`src/include/eip_pkg.sv`:
```
/*
 * Constants for the external interrupt pin interface: register map, field
 * positions, reset values and acknowledge timing.
 * Assumes a 25 MHz system clock and a 32-bit APB register bus.
 */
package eip_pkg;

    // Sizes
    localparam int          NUM_REQ       = 5;
    localparam int          TYPE_W        = 8;
    localparam int          SRC_W         = 3;
    localparam int          ADDR_W        = 8;

    // Register byte offsets
    localparam logic [7:0]  OFS_CTRL      = 8'h00;
    localparam logic [7:0]  OFS_TRIG      = 8'h04;
    localparam logic [7:0]  OFS_REQMASK   = 8'h08;
    localparam logic [7:0]  OFS_PEND      = 8'h0C;
    localparam logic [7:0]  OFS_STATUS    = 8'h10;
    localparam logic [7:0]  OFS_IMASK     = 8'h14;
    localparam logic [7:0]  OFS_VECTOR    = 8'h18;

    // Control register fields
    localparam int          CTRL_CASC0    = 0;
    localparam int          CTRL_CASC1    = 1;
    localparam int          CTRL_SLAVE    = 2;
    localparam int          CTRL_SLVIRQ   = 3;
    localparam int          CTRL_W        = 4;

    // Vector register fields
    localparam int          VEC_ENTRY_LSB = 0;
    localparam int          VEC_SRC_LSB   = 8;
    localparam int          VEC_VALID     = 16;

    // Reset values
    localparam logic [3:0]  CTRL_RST      = 4'h0;
    localparam logic [4:0]  TRIG_RST      = 5'h00;
    localparam logic [4:0]  REQMASK_RST   = 5'h1F;
    localparam logic [4:0]  IMASK_RST     = 5'h00;

    // Table entry of request input zero; the others follow in order
    localparam logic [7:0]  VEC_BASE      = 8'h20;

    // Acknowledge low time, rounded up to whole cycles
    localparam int          CLK_PERIOD_NS = 40;
    localparam int          ACK_LOW_NS    = 160;
    localparam int          ACK_CYCLES    = (ACK_LOW_NS + CLK_PERIOD_NS - 1) / CLK_PERIOD_NS;
    localparam logic [2:0]  ACK_LAST      = 3'(ACK_CYCLES - 1);

    // Service sequencer states
    typedef enum logic [1:0] {
        ST_IDLE,
        ST_ACK,
        ST_SELECT,
        ST_SERVE
    } eip_state_type;

endpackage

```
`src/design/eip_sync.sv`:
```
/*
 * Two-flop synchroniser for a group of asynchronous pin inputs.
 * Assumes each bit is independent; a multi-bit value is only trusted
 * after it has been stable for longer than the synchroniser delay.
 */
`timescale 1ns/1ps

module eip_sync #(
    parameter int WIDTH = 13
) (
    input  wire logic             clk_sys,   // System clock
    input  wire logic             reset,     // Synchronous reset, high
    input  wire logic [WIDTH-1:0] asyncIn,   // Raw pin levels
    output logic      [WIDTH-1:0] syncOut    // Levels in clock domain
);

    logic [WIDTH-1:0] meta_r;

    ////////////////////////////////////////////////////////////////////////
    // First stage feeds only the second stage
    always_ff @(posedge clk_sys) begin
        if (reset) begin
            meta_r  <= '0;
            syncOut <= '0;
        end else begin
            meta_r  <= asyncIn;
            syncOut <= meta_r;
        end
    end

endmodule

```
`src/design/eip_req_detect.sv`:
```
/*
 * Request detection for the maskable request inputs: rising-edge latch or
 * plain level, chosen per input.
 * Assumes synchronised inputs; a clear and a new edge in one cycle keep
 * the request.
 */
`timescale 1ns/1ps

module eip_req_detect
    import eip_pkg::*;
(
    input  wire logic               clk_sys,   // System clock
    input  wire logic               reset,     // Synchronous reset, high
    input  wire logic [NUM_REQ-1:0] reqSync,   // Synchronised request levels
    input  wire logic [NUM_REQ-1:0] trigEdge,  // 1 edge, 0 level per input
    input  wire logic [NUM_REQ-1:0] clrLatch,  // Acknowledge clears latch
    output logic      [NUM_REQ-1:0] pending    // Detected requests
);

    ////////////////////////////////////////////////////////////////////////
    // One detector per input; each keeps its own flops, one writer per bit
    genvar i;
    generate
        for (i = 0; i < NUM_REQ; i++) begin : g_det
            logic prev_r;
            logic latch_r;
            wire  rise      = reqSync[i] & ~prev_r;
            wire  latch_nxt = (latch_r & ~clrLatch[i]) | rise;

            always_ff @(posedge clk_sys) begin
                if (reset) begin
                    prev_r  <= 1'b0;
                    latch_r <= 1'b0;
                end else begin
                    prev_r  <= reqSync[i];
                    latch_r <= latch_nxt;
                end
            end

            // Level mode follows the pin, so the requester must hold it
            assign pending[i] = trigEdge[i] ? latch_r : reqSync[i];
        end
    endgenerate

endmodule

```
`src/design/eip_pin_if.sv`:
```
/*
 * External interrupt pin interface: five maskable request pins, cascade
 * acknowledge outputs, slave select and slave request, APB registers.
 * Assumes pins are asynchronous to clk_sys and that software ends each
 * service by writing the vector register.
 */
`timescale 1ns/1ps

// Notes on behaviour
// - Every request pin is passed through two flip-flops before use.
// - Each request input is set by software to rising edge or level.
// - An unmasked request on an input with no cascade or slave role presents its own table entry; masked ones do nothing.
// - Cascade on input zero turns pin two into its acknowledge output.
// - In cascade the acknowledge zero output asks for a type for input zero.
// - Cascade on input one turns pin three into its acknowledge output.
// - In cascade the acknowledge one output asks for a type for input one.
// - In slave mode pin one is a select input marking a type on the bus.
// - In slave mode pin three drives the device's own request to the master.
// - Input four stays a plain maskable request with its own entry.

module eip_pin_if
    import eip_pkg::*;
(
    input  wire logic              clk_sys,          // System clock, 25 MHz
    input  wire logic              reset,            // Synchronous reset, high
    // APB slave
    input  wire logic              psel,             // Slave select
    input  wire logic              penable,          // Access phase
    input  wire logic              pwrite,           // Write when high
    input  wire logic [ADDR_W-1:0] paddr,            // Byte address
    input  wire logic [31:0]       pwdata,           // Write data
    output logic      [31:0]       prdata,           // Read data
    output logic                   pready,           // Transfer done
    output logic                   pslverr,          // Unmapped address
    // Request pins
    input  wire logic              reqInZero,        // Request pin zero
    input  wire logic              reqInOne,         // Request pin one, or select
    input  wire logic              reqInTwo,         // Request pin two, level in
    output logic                   reqTwoOut,        // Pin two level out
    output logic                   reqTwoOeN,        // Pin two drive, low active
    input  wire logic              reqInThree,       // Request pin three, level in
    output logic                   reqThreeOut,      // Pin three level out
    output logic                   reqThreeOeN,      // Pin three drive, low active
    input  wire logic              reqInFour,        // Request pin four
    input  wire logic [TYPE_W-1:0] adBusIn,          // Low data lines in
    // Core side
    output logic                   vectorValid,      // Table entry ready
    output logic      [TYPE_W-1:0] vectorEntry,      // Table entry number
    output logic                   irqOut            // Level interrupt
);

    ////////////////////////////////////////////////////////////////////////
    // Declarations

    logic [CTRL_W-1:0]  ctrl_r;
    logic [NUM_REQ-1:0] trig_r;
    logic [NUM_REQ-1:0] reqMask_r;
    logic [NUM_REQ-1:0] status_r;
    logic [NUM_REQ-1:0] iMask_r;
    logic [SRC_W-1:0]   src_r;
    logic [2:0]         ackCnt_r;
    eip_state_type      state_r;
    eip_state_type      state_nxt;

    logic [NUM_REQ-1:0] reqSync;
    logic [TYPE_W-1:0]  adSync;
    logic [NUM_REQ-1:0] pending;
    logic [NUM_REQ-1:0] clrLatch;

    ////////////////////////////////////////////////////////////////////////
    // Helpers

    // Lowest numbered request wins
    function automatic logic [SRC_W-1:0] first_req(input logic [NUM_REQ-1:0] v);
        logic [SRC_W-1:0] idx;
        idx = '0;
        for (int k = NUM_REQ - 1; k >= 0; k--) begin
            if (v[k]) begin
                idx = SRC_W'(k);
            end
        end
        return idx;
    endfunction

    // Register word compare, shared by every access decode
    function automatic logic hit(input logic [ADDR_W-1:0] a, input logic [7:0] ofs);
        return a == ofs;
    endfunction

    ////////////////////////////////////////////////////////////////////////
    // Pin synchronisation

    eip_sync #(
        .WIDTH (NUM_REQ + TYPE_W)
    ) u_sync (
        .clk_sys (clk_sys),
        .reset   (reset),
        .asyncIn ({adBusIn, reqInFour, reqInThree, reqInTwo, reqInOne, reqInZero}),
        .syncOut ({adSync, reqSync})
    );

    eip_req_detect u_det (
        .clk_sys  (clk_sys),
        .reset    (reset),
        .reqSync  (reqSync),
        .trigEdge (trig_r),
        .clrLatch (clrLatch),
        .pending  (pending)
    );

    ////////////////////////////////////////////////////////////////////////
    // Pin roles by mode

    wire cascZero  = ctrl_r[CTRL_CASC0];
    wire cascOne   = ctrl_r[CTRL_CASC1];
    wire slaveMode = ctrl_r[CTRL_SLAVE];
    wire selSync   = reqSync[1];

    // Pins turned into outputs or a select no longer request
    wire [NUM_REQ-1:0] srcEn = {1'b1,
                                ~(cascOne | slaveMode),
                                ~cascZero,
                                ~slaveMode,
                                1'b1};
    wire [NUM_REQ-1:0] cand  = pending & srcEn & ~reqMask_r;
    wire [SRC_W-1:0]   pick  = first_req(cand);
    wire               pickCasc = ((pick == 3'h0) && cascZero) ||
                                  ((pick == 3'h1) && cascOne);
    wire               pickSlave = (pick == 3'h0) && slaveMode && !cascZero;

    ////////////////////////////////////////////////////////////////////////
    // APB decode

    wire setupPh  = psel & ~penable;
    wire accessOk = psel & penable & pready;
    wire wrEn     = accessOk & pwrite;
    wire wrCtrl   = wrEn & hit(paddr, OFS_CTRL);
    wire wrTrig   = wrEn & hit(paddr, OFS_TRIG);
    wire wrReqMsk = wrEn & hit(paddr, OFS_REQMASK);
    wire wrStatus = wrEn & hit(paddr, OFS_STATUS);
    wire wrIMask  = wrEn & hit(paddr, OFS_IMASK);
    wire wrVector = wrEn & hit(paddr, OFS_VECTOR);
    wire mapped   = hit(paddr, OFS_CTRL) | hit(paddr, OFS_TRIG) |
                    hit(paddr, OFS_REQMASK) | hit(paddr, OFS_PEND) |
                    hit(paddr, OFS_STATUS) | hit(paddr, OFS_IMASK) |
                    hit(paddr, OFS_VECTOR);

    wire [31:0] vecWord = {15'h0000, vectorValid, 5'h00, src_r, vectorEntry};
    wire [31:0] rdMux   =
        hit(paddr, OFS_CTRL)    ? {28'h0000000, ctrl_r}            :
        hit(paddr, OFS_TRIG)    ? {27'h0000000, trig_r}            :
        hit(paddr, OFS_REQMASK) ? {27'h0000000, reqMask_r}         :
        hit(paddr, OFS_PEND)    ? {22'h000000, reqSync, pending}   :
        hit(paddr, OFS_STATUS)  ? {27'h0000000, status_r}          :
        hit(paddr, OFS_IMASK)   ? {27'h0000000, iMask_r}           :
        hit(paddr, OFS_VECTOR)  ? vecWord                          : 32'h00000000;

    ////////////////////////////////////////////////////////////////////////
    // Service sequencer

    wire idleTake = (state_r == ST_IDLE) && (cand != 5'h00);
    wire ackDone  = (state_r == ST_ACK) && (ackCnt_r == ACK_LAST);
    wire selTake  = (state_r == ST_SELECT) && selSync;
    wire serveEnd = (state_r == ST_SERVE) && wrVector;

    // Edge latch is cleared once the request is taken
    assign clrLatch = idleTake ? (5'h01 << pick) : 5'h00;

    always_comb begin
        state_nxt = state_r;
        case (state_r)
            ST_IDLE: begin
                if (idleTake) begin
                    if (pickCasc) begin
                        state_nxt = ST_ACK;
                    end else if (pickSlave) begin
                        state_nxt = ST_SELECT;
                    end else begin
                        state_nxt = ST_SERVE;
                    end
                end
            end
            ST_ACK: begin
                if (ackDone) begin
                    state_nxt = ST_SERVE;
                end
            end
            ST_SELECT: begin
                if (selTake) begin
                    state_nxt = ST_SERVE;
                end
            end
            ST_SERVE: begin
                if (serveEnd) begin
                    state_nxt = ST_IDLE;
                end
            end
            default: begin
                state_nxt = ST_IDLE;
            end
        endcase
    end

    // Fixed entries for the own-table case, bus byte otherwise
    wire [TYPE_W-1:0] ownEntry = VEC_BASE + TYPE_W'(pick);
    wire              takeBus  = ackDone | selTake;
    wire [NUM_REQ-1:0] evSet   = idleTake ? (5'h01 << pick) : 5'h00;
    wire [NUM_REQ-1:0] status_nxt = (status_r & ~(wrStatus ? pwdata[4:0] : 5'h00)) | evSet;

    always_ff @(posedge clk_sys) begin
        if (reset) begin
            state_r  <= ST_IDLE;
            src_r    <= '0;
            ackCnt_r <= '0;
        end else begin
            state_r  <= state_nxt;
            ackCnt_r <= (state_r == ST_ACK) ? ackCnt_r + 3'h1 : 3'h0;
            if (idleTake) begin
                src_r <= pick;
            end
        end
    end

    always_ff @(posedge clk_sys) begin
        if (reset) begin
            vectorValid <= 1'b0;
            vectorEntry <= '0;
        end else begin
            if (idleTake && !pickCasc && !pickSlave) begin
                vectorValid <= 1'b1;
                vectorEntry <= ownEntry;
            end else if (takeBus) begin
                vectorValid <= 1'b1;
                vectorEntry <= adSync;
            end else if (serveEnd) begin
                vectorValid <= 1'b0;
            end
        end
    end

    ////////////////////////////////////////////////////////////////////////
    // Pin drivers; acknowledges are low while a type is wanted

    wire ackZeroNxt = ~((state_nxt == ST_ACK) && (idleTake ? pick : src_r) == 3'h0);
    wire ackOneNxt  = ~((state_nxt == ST_ACK) && (idleTake ? pick : src_r) == 3'h1);

    always_ff @(posedge clk_sys) begin
        if (reset) begin
            reqTwoOut   <= 1'b1;
            reqTwoOeN   <= 1'b1;
            reqThreeOut <= 1'b1;
            reqThreeOeN <= 1'b1;
        end else begin
            reqTwoOeN   <= ~cascZero;
            reqTwoOut   <= ackZeroNxt;
            reqThreeOeN <= ~(cascOne | slaveMode);
            reqThreeOut <= cascOne ? ackOneNxt
                                   : ctrl_r[CTRL_SLVIRQ];
        end
    end

    ////////////////////////////////////////////////////////////////////////
    // Register file; a new event beats a same-cycle clear

    always_ff @(posedge clk_sys) begin
        if (reset) begin
            ctrl_r    <= CTRL_RST;
            trig_r    <= TRIG_RST;
            reqMask_r <= REQMASK_RST;
            status_r  <= '0;
            iMask_r   <= IMASK_RST;
            irqOut    <= 1'b0;
        end else begin
            if (wrCtrl) begin
                ctrl_r <= pwdata[CTRL_W-1:0];
            end
            if (wrTrig) begin
                trig_r <= pwdata[NUM_REQ-1:0];
            end
            if (wrReqMsk) begin
                reqMask_r <= pwdata[NUM_REQ-1:0];
            end
            if (wrIMask) begin
                iMask_r <= pwdata[NUM_REQ-1:0];
            end
            status_r <= status_nxt;
            irqOut   <= |(status_nxt & (wrIMask ? pwdata[4:0] : iMask_r));
        end
    end

    ////////////////////////////////////////////////////////////////////////
    // APB answer: ready in the access cycle, no wait states

    always_ff @(posedge clk_sys) begin
        if (reset) begin
            prdata  <= '0;
            pready  <= 1'b0;
            pslverr <= 1'b0;
        end else begin
            pready  <= setupPh;
            pslverr <= setupPh & ~mapped;
            if (setupPh && !pwrite) begin
                prdata <= rdMux;
            end
        end
    end

endmodule

```
`config.mk`:
```
export PLATFORM = sky130hd
export DESIGN_NAME = eip_pin_if
export DESIGN_NICKNAME = d
export VERILOG_FILES = /design/src/include/eip_pkg.sv /design/src/design/eip_sync.sv /design/src/design/eip_req_detect.sv /design/src/design/eip_pin_if.sv
export SDC_FILE = /design/constraint.sdc
export NUM_CORES = 1
export LEC_CHECK = 0
export ABC_AREA = 1
export BUFFER_PORTS_ARGS = -buffer_cell sky130_fd_sc_hd__buf_4
export CORE_MARGIN = 10
export CORE_UTILIZATION = 53
export CTS_BUF_LIST = sky130_fd_sc_hd__clkbuf_16
export CTS_CLUSTER_DIAMETER = 40
export DETAILED_ROUTE_END_ITERATION = 8
export MAX_ROUTING_LAYER = met4
export PLACE_DENSITY = 0.92
export SYNTH_ARGS = -nofsm -noshare
export SYNTH_HDL_FRONTEND = slang
export SYNTH_SLANG_ARGS = --single-unit
```
`constraint.sdc`:
```
create_clock -name clk_sys -period 3 [get_ports clk_sys]
set_input_delay 0.45 -clock clk_sys [delete_from_list [all_inputs] [get_ports clk_sys]]
set_output_delay 0.45 -clock clk_sys [all_outputs]
set_load 0.1 [all_outputs]
```
### Word level (Yosys, flattened, before mapping)

Index checks and enable logic that the tools add are counted.
W data, S select, Z words.

| cells by class | value |
|---|---|
| add/subtract/negate cells | 2 |
| equal/unequal tests | 13 |
| shift operators | 1 |
| multiplexer cells | 34 |
| bitwise logic cells | 59 |
| reductions and logical operators | 27 |

Operators with widths:

| operator | count |
|---|---|
| $mux W17 | 7 |
| $eq A8 B5 Y1 const B | 3 |
| $and A1 B1 Y1 | 21 |
| $and A5 B5 Y5 | 4 |
| $mux W3 | 6 |
| $not A1 Y1 | 18 |
| $eq A8 B4 Y1 const B | 2 |
| $mux W8 | 2 |
| $mux W5 | 3 |
| $logic_and A1 B1 Y1 | 13 |
| $or A1 B1 Y1 | 13 |
| $mux W1 | 10 |
| $mux W2 | 5 |
| $not A5 Y5 | 2 |
| $eq A8 B3 Y1 const B | 1 |
| $logic_not A8 Y1 | 1 |
| $pmux W2 S4 | 1 |
| $add A6 B3 Y7 const A | 1 |
| $eq A3 B1 Y1 const B | 2 |
| $logic_not A3 Y1 | 2 |
| $or A5 B5 Y5 | 1 |
| $reduce_bool A5 Y1 | 1 |
| $reduce_or A5 Y1 | 1 |
| $shl A1 B3 Y5 const A | 1 |
| other kinds (10) | 15 |

| storage, ports and cells | value |
|---|---|
| bits in registers | 116 |
| input port bits | 58 |
| output and inout bits | 48 |
| logic and storage cells | 166 |

### Depth between registers and ports, before layout

| depth | value |
|---|---|
| depth after elaboration | 20 |
| mapped depth | 14 |
| mapped depth without buffers | 14 |

### Hierarchy

A second synthesis with hierarchy kept.

| unflattened totals | value |
|---|---|
| cells, all modules | 587 |
| area total of the unflattened synthesis | 4,285.4 µm² |

By module, submodules not included:

| module | times used | cells an instance | area each (µm²) | seq. area each (µm²) |
|---|---|---|---|---|
| eip_pin_if | 1 | 450 | 3,141.8 | 1,201.2 |
| eip_sync | 1 | 81 | 752.0 | 520.5 |
| eip_req_detect | 1 | 56 | 391.6 | 200.2 |

### Least setup slack after synthesis

Ideal clock, no wire load.

| timing | value |
|---|---|
| path kind | flip-flop to flip-flop |
| start point | register pready |
| end point | register irqOut |
| library setup time | 0.132 ns |
| arrival | 2.109 ns |
| required time | 2.868 ns |
| slack | 0.759 ns |
| stages on the path, launching flop included | 9 |
| buffers on the path | 0 |
| clock period less this slack | 2.241 ns |
| cell sequence | dfxtp_1 nand4_1 inv_1 nand3_1 o21a_1 nand2_1 nand3_1 nor2_1 a21oi_1 |

| on the way | value |
|---|---|
| word-level cells in the longest chain between the ends | 9 |
| elaborated cells between the ends (all ways) | 11 |
| those cells by class | mux: 2; bitwise: 8; reduce/logical: 1 |

Ends and longest elaborated chain:

| what | line | text |
|---|---|---|
| start: declaration | eip_pin_if.sv:33 | `output logic pready,` |
| start signal: assignment | eip_pin_if.sv:300 | `pready <= setupPh;` |
| $and A1 B1 Y1 (*) | eip_pin_if.sv:135 | `wire accessOk = psel & penable & pready;` |
| $and A1 B1 Y1 (*) | eip_pin_if.sv:136 | `wire wrEn = accessOk & pwrite;` |
| $and A1 B1 Y1 | eip_pin_if.sv:140 | `wire wrStatus = wrEn & hit(paddr, OFS_STATUS);` |
| $mux W5 | eip_pin_if.sv:208 | `wire [NUM_REQ-1:0] status_nxt = (status_r & ~(wrStatus ? pwdata[4:0] : 5'h00)) \| evSet;` |
| $not A5 Y5 | eip_pin_if.sv:208 |  |
| $and A5 B5 Y5 | eip_pin_if.sv:208 |  |
| $or A5 B5 Y5 | eip_pin_if.sv:208 |  |
| $and A5 B5 Y5 (*) | eip_pin_if.sv:287 | `irqOut <= \|(status_nxt & (wrIMask ? pwdata[4:0] : iMask_r));` |
| $reduce_or A5 Y1 (*) | eip_pin_if.sv:287 |  |
| end signal: assignment | eip_pin_if.sv:287 |  |
| end: declaration | eip_pin_if.sv:49 | `output logic irqOut` |

Every way passes the cells marked *; elsewhere a longest branch is shown, timed or not.
A chain may end at the register's enable or synchronous reset.

### Worst setup path after layout

| timing | value |
|---|---|
| start point | register ctrl_r[2] |
| end point | register reqThreeOut |

| on the way | value |
|---|---|
| word-level cells in the longest chain between the ends | 19 |
| elaborated cells between the ends (all ways) | 28 |
| those cells by class | eq/ne: 3; mux: 10; bitwise: 6; reduce/logical: 9 |

Ends and longest elaborated chain:

| what | line | text |
|---|---|---|
| start: declaration | eip_pin_if.sv:55 | `logic [CTRL_W-1:0] ctrl_r;` |
| start signal: assignment | eip_pin_if.sv:275 | `ctrl_r <= pwdata[CTRL_W-1:0];` |
| $or A1 B1 Y1 | eip_pin_if.sv:121 | `~(cascOne \| slaveMode),` |
| $not A1 Y1 | eip_pin_if.sv:121 |  |
| $and A5 B5 Y5 (2 in series) | eip_pin_if.sv:125 | `wire [NUM_REQ-1:0] cand = pending & srcEn & ~reqMask_r;` |
| $mux W3 (4 in series) | eip_pin_if.sv:78 | `if (v[k]) begin` |
| $logic_not A3 Y1 | eip_pin_if.sv:127, eip_pin_if.sv:129 |  |
| $logic_and A1 B1 Y1 (2 in series) | eip_pin_if.sv:129 | `wire pickSlave = (pick == 3'h0) && slaveMode && !cascZero;` |
| $mux W1 | eip_pin_if.sv:176 | `end else if (pickSlave) begin` |
| $mux W2 | eip_pin_if.sv:174 | `if (pickCasc) begin` |
| $mux W2 | eip_pin_if.sv:173 | `if (idleTake) begin` |
| $pmux W2 S4 | eip_pin_if.sv:171 | `case (state_r)` |
| $eq A2 B1 Y1 | eip_pin_if.sv:245 | `wire ackOneNxt = ~((state_nxt == ST_ACK) && (idleTake ? pick : src_r) == 3'h1);` |
| $logic_and A1 B1 Y1 (*) | eip_pin_if.sv:245 |  |
| $not A1 Y1 (*) | eip_pin_if.sv:245 |  |
| $mux W1 (*) | eip_pin_if.sv:257 | `reqThreeOut <= cascOne ? ackOneNxt` |
| end signal: assignment | eip_pin_if.sv:257 |  |
| end: declaration | eip_pin_if.sv:42 | `output logic reqThreeOut,` |

Marks and branches as above.

==> impl_metrics.py <==
metrics = {
    "status": {
        "status": "finished, final reports clean",
    },
    "synth": {
        "syn_area_sq_um": 4130,
        "synth.avg_cell_area_sq_um": 7.37,
        "synthTopCellsByCount": "96 x dfxtp_1, 92 x nand2_1, 86 x inv_1",
        "async_flop_share_pct": 0,
        "yosysSeqAreaShare_pct": 46.5,
        "synth_edf_count": 0,
        "synth.distinct_cells": 35,
        "yosysTopAreaCellShare_pct": 46.5,
        "yosys_warnings": 0,
        "synth_top_area_cell": "dfxtp_1",
        "synthCells": 560,
        "ys_ff_latch": 96,
        "ys_top_cells_by_area": "dfxtp_1 47%, nand2_1 8.4%, inv_1 7.8%",
        "synth-main-ff-cell": "dfxtp_1",
        "yosysMostFrequentCell": "dfxtp_1",
    },
    "die": {
        "core_area_sq_um": 7650,
        "dieHeight_um": 108,
        "io_pins": 106,
        "num_rows": 32,
        "fp.dieArea_sq_um": 11700,
        "initial_core_util_pct": 54.0,
        "die_w_um": 108,
    },
    "global_route": {
        "grt.total_usage_pct": 18.6,
        "grt_antenna_before_repair": 0,
        "gr-total-overflow": 0,
        "grt_pass1_wl_mm": 16.8,
        "grt_max_degree": 36,
        "first_global_vias": 3440,
    },
    "clock_tree": {
        "post_cts_buffers": 0,
        "cts_root_buf": "clkbuf_16",
        "cts_tree": "built",
        "numCtsBuffers": 9,
        "worstSkewPairLatency_ns": 0.34,
        "clock_sinks": 96,
        "clock_tree.htree_level_count": 3,
        "cts_buffer_depth": 2,
        "cts.reportedPaths.clkPinSlew_ns": 0.07,
        "cts_resized": 0,
        "holdBufCountCts": 0,
    },
    "power_and_ir_drop": {
        "vdd_drop_max_v": 0.000292,
        "power_leakage_uw": 0.00233,
        "p_per_area_nw_per_um2": 545,
    },
    "flow_run": {
        "drv_cap": 0,
    },
    "sta": {
        "rsz0062_at_grt": "false",
        "fmax_mhz": 521,
        "worst_slew_pin_slew_ns": 0.877,
        "holdWs_ns": 0.306,
        "min_period_ns": 1.92,
        "setup_violations": 0,
        "hold_viol": 0,
        "setup-tns-final_ns": 0,
        "timing.final.crit_share_pct": 63.9,
        "slew-limit-headroom_pct": 41.5,
        "slew_viol_final": 0,
        "finalClockSkew_ns": 0.00794,
    },
    "worst_setup_path": {
        "path_common_cell": "nand2_1",
        "critPathRequiredTime_ns": 3.24,
        "end_kind": "flip-flop",
        "crit_path_cell_trace": "nor2_1 -> nand2_1 -> nor2_2 -> nand3_1 -> nand2_2 -> nor2_4 -> nand3_2 -> nand2_1 -> a21oi_1 -> nand3_1 -> nand2_1 -> nand2_1",
        "arrival_ns": 2.15,
        "path_buf_inv": 0,
        "critPathMaxStageDelay_ns": 0.38,
        "crit_type": "flip-flop to flip-flop",
        "cp-start-kind": "flip-flop",
        "slowest_stage": "dfxtp_1",
        "critPathTopFamily": "simple AND/OR/NAND/NOR gates",
        "cp_max_fo": 6,
    },
    "routing": {
        "wl_mm": 10.5,
        "wire_per_inst_um": 14.5,
        "routed-via-count": 3666,
        "dr.pass1.iters": 5,
        "detail_route.vias_per_cell": 5.05,
        "drt_iter0_drc": 229,
        "drc": 0,
        "ant_nets": 0,
    },
    "placed_design": {
        "portBuffers": 58,
        "hpwl_mm": 7.98,
        "routabilityCongestion": 0.943,
        "placed_cell_area_sq_um": 4590,
    },
    "finish": {
        "diodes": 0,
        "area_growth_pct": 18.5,
        "drive_gt1_share_pct": 17.9,
        "fin_nets": 679,
        "fin_area_sq_um": 4890,
    },
    "hold_path": {
        "min_path_type": "primary input to flip-flop",
    },
}
-- placed cells by master, fill, tap and decap left out, drive strengths merged, types with 2 or more instances in the layout --
master | synthesis | routed
nor2 | 94 | 94
nand3b | 4 | 4
nand3 | 23 | 23
inv | 95 | 98
clkinv | 0 | 2
clkinvlp | 0 | 2
o21ai | 44 | 44
buf | 27 | 62
o211ai | 9 | 9
dfxtp | 96 | 96
nand4 | 7 | 7
o21a | 3 | 3
o2111ai | 3 | 3
clkbuf | 6 | 9
conb | 1 | 20
nand2 | 96 | 96
a21oi | 40 | 40
nor3 | 5 | 5
ha | 2 | 2
-- tightest hold or removal path, delay by kind of cell --
family	cells	cell delay [ns]
buf+inv	2	0.11
simple gates	1	0.06
-- worst paths after layout --
check | slack [ns] | cells past startpoint | end | start
setup / recovery | 1.08 | 12 | reqThreeOut | ctrl_r[2]
hold / removal | 0.31 | 3 | u_sync.meta_r[5] | adBusIn[0]
setup reg to reg | 1.08 | 12 | reqThreeOut | ctrl_r[2]
hold reg to reg | 0.40 | 2 | u_sync.syncOut[9] | u_sync.meta_r[9]
-- per-layer routing --
layer / routed length [um] / part of all wire [%] / track usage [%] / up-vias
met2: 5090 / 48 / 30.4 / 153
met1: 4300 / 41 / 22.0 / 1658
li1: - / - / - / 1838
met3: 939 / 8.9 / 4.58 / 17
met5: 0 / 0 / - / -
met4: 195 / 1.9 / 5.84 / 0
-- cells by family after synthesis --
logic type | Yosys count | synth area share (%)
AND/OR/NAND/NOR | 231 | 25.5
buffers and inverters | 128 | 13.6
AO/OA/AOI/OAI | 102 | 13.7
flip-flops | 96 | 46.5
adder cells (fa/ha/maj) | 2 | 0.606
other | 1 | 0.0908
-- where the power goes --
group          switching [uW]  internal, uW
Clock                     526           588
Sequential               7.90          1300
Combinational             196          48.0
Total                     730          1930
-- through the flow --
| step | setup slack (ns) | utilization, % | total power [uW] | instances |
|---|---|---|---|---|
| 6_report | 1.08 | 64.0 | 2660 | 726 |
| 5_1_grt | 0.947 | 64.0 | 2760 | 726 |
| 4_1_cts | 1.16 | 64.0 | 2670 | 726 |
| 3_5_place_dp | 0.865 | 60.0 | 1580 | 710 |
| 3_3_place_gp | 0.915 | 60.0 | 1570 | 710 |
| 2_1_floorplan | 0.759 | - | 1540 | 579 |
-- cell type report --
type                    instances  area, sq um
flip-flops and latches         96         1920
inverters                      95          357
clock inverters                 7         76.3
well taps                     102          128
multi-input cells             355         1720
fillers                       692         2760
clock buffers                   9          225
repair buffers                 62          465
-- flip-flops by register name (all words and copies together) (netlist names), 4 cells and up --
signal and flops:
vectorEntry 8, ctrl_r 4, trig_r 5, reqMask_r 5, u_det.g_det.latch_r 5, u_sync.meta_r 13
iMask_r 5, u_det.g_det.prev_r 5, prdata 12, status_r 5, u_sync.syncOut 13
(Power assumes the default switching activity.)
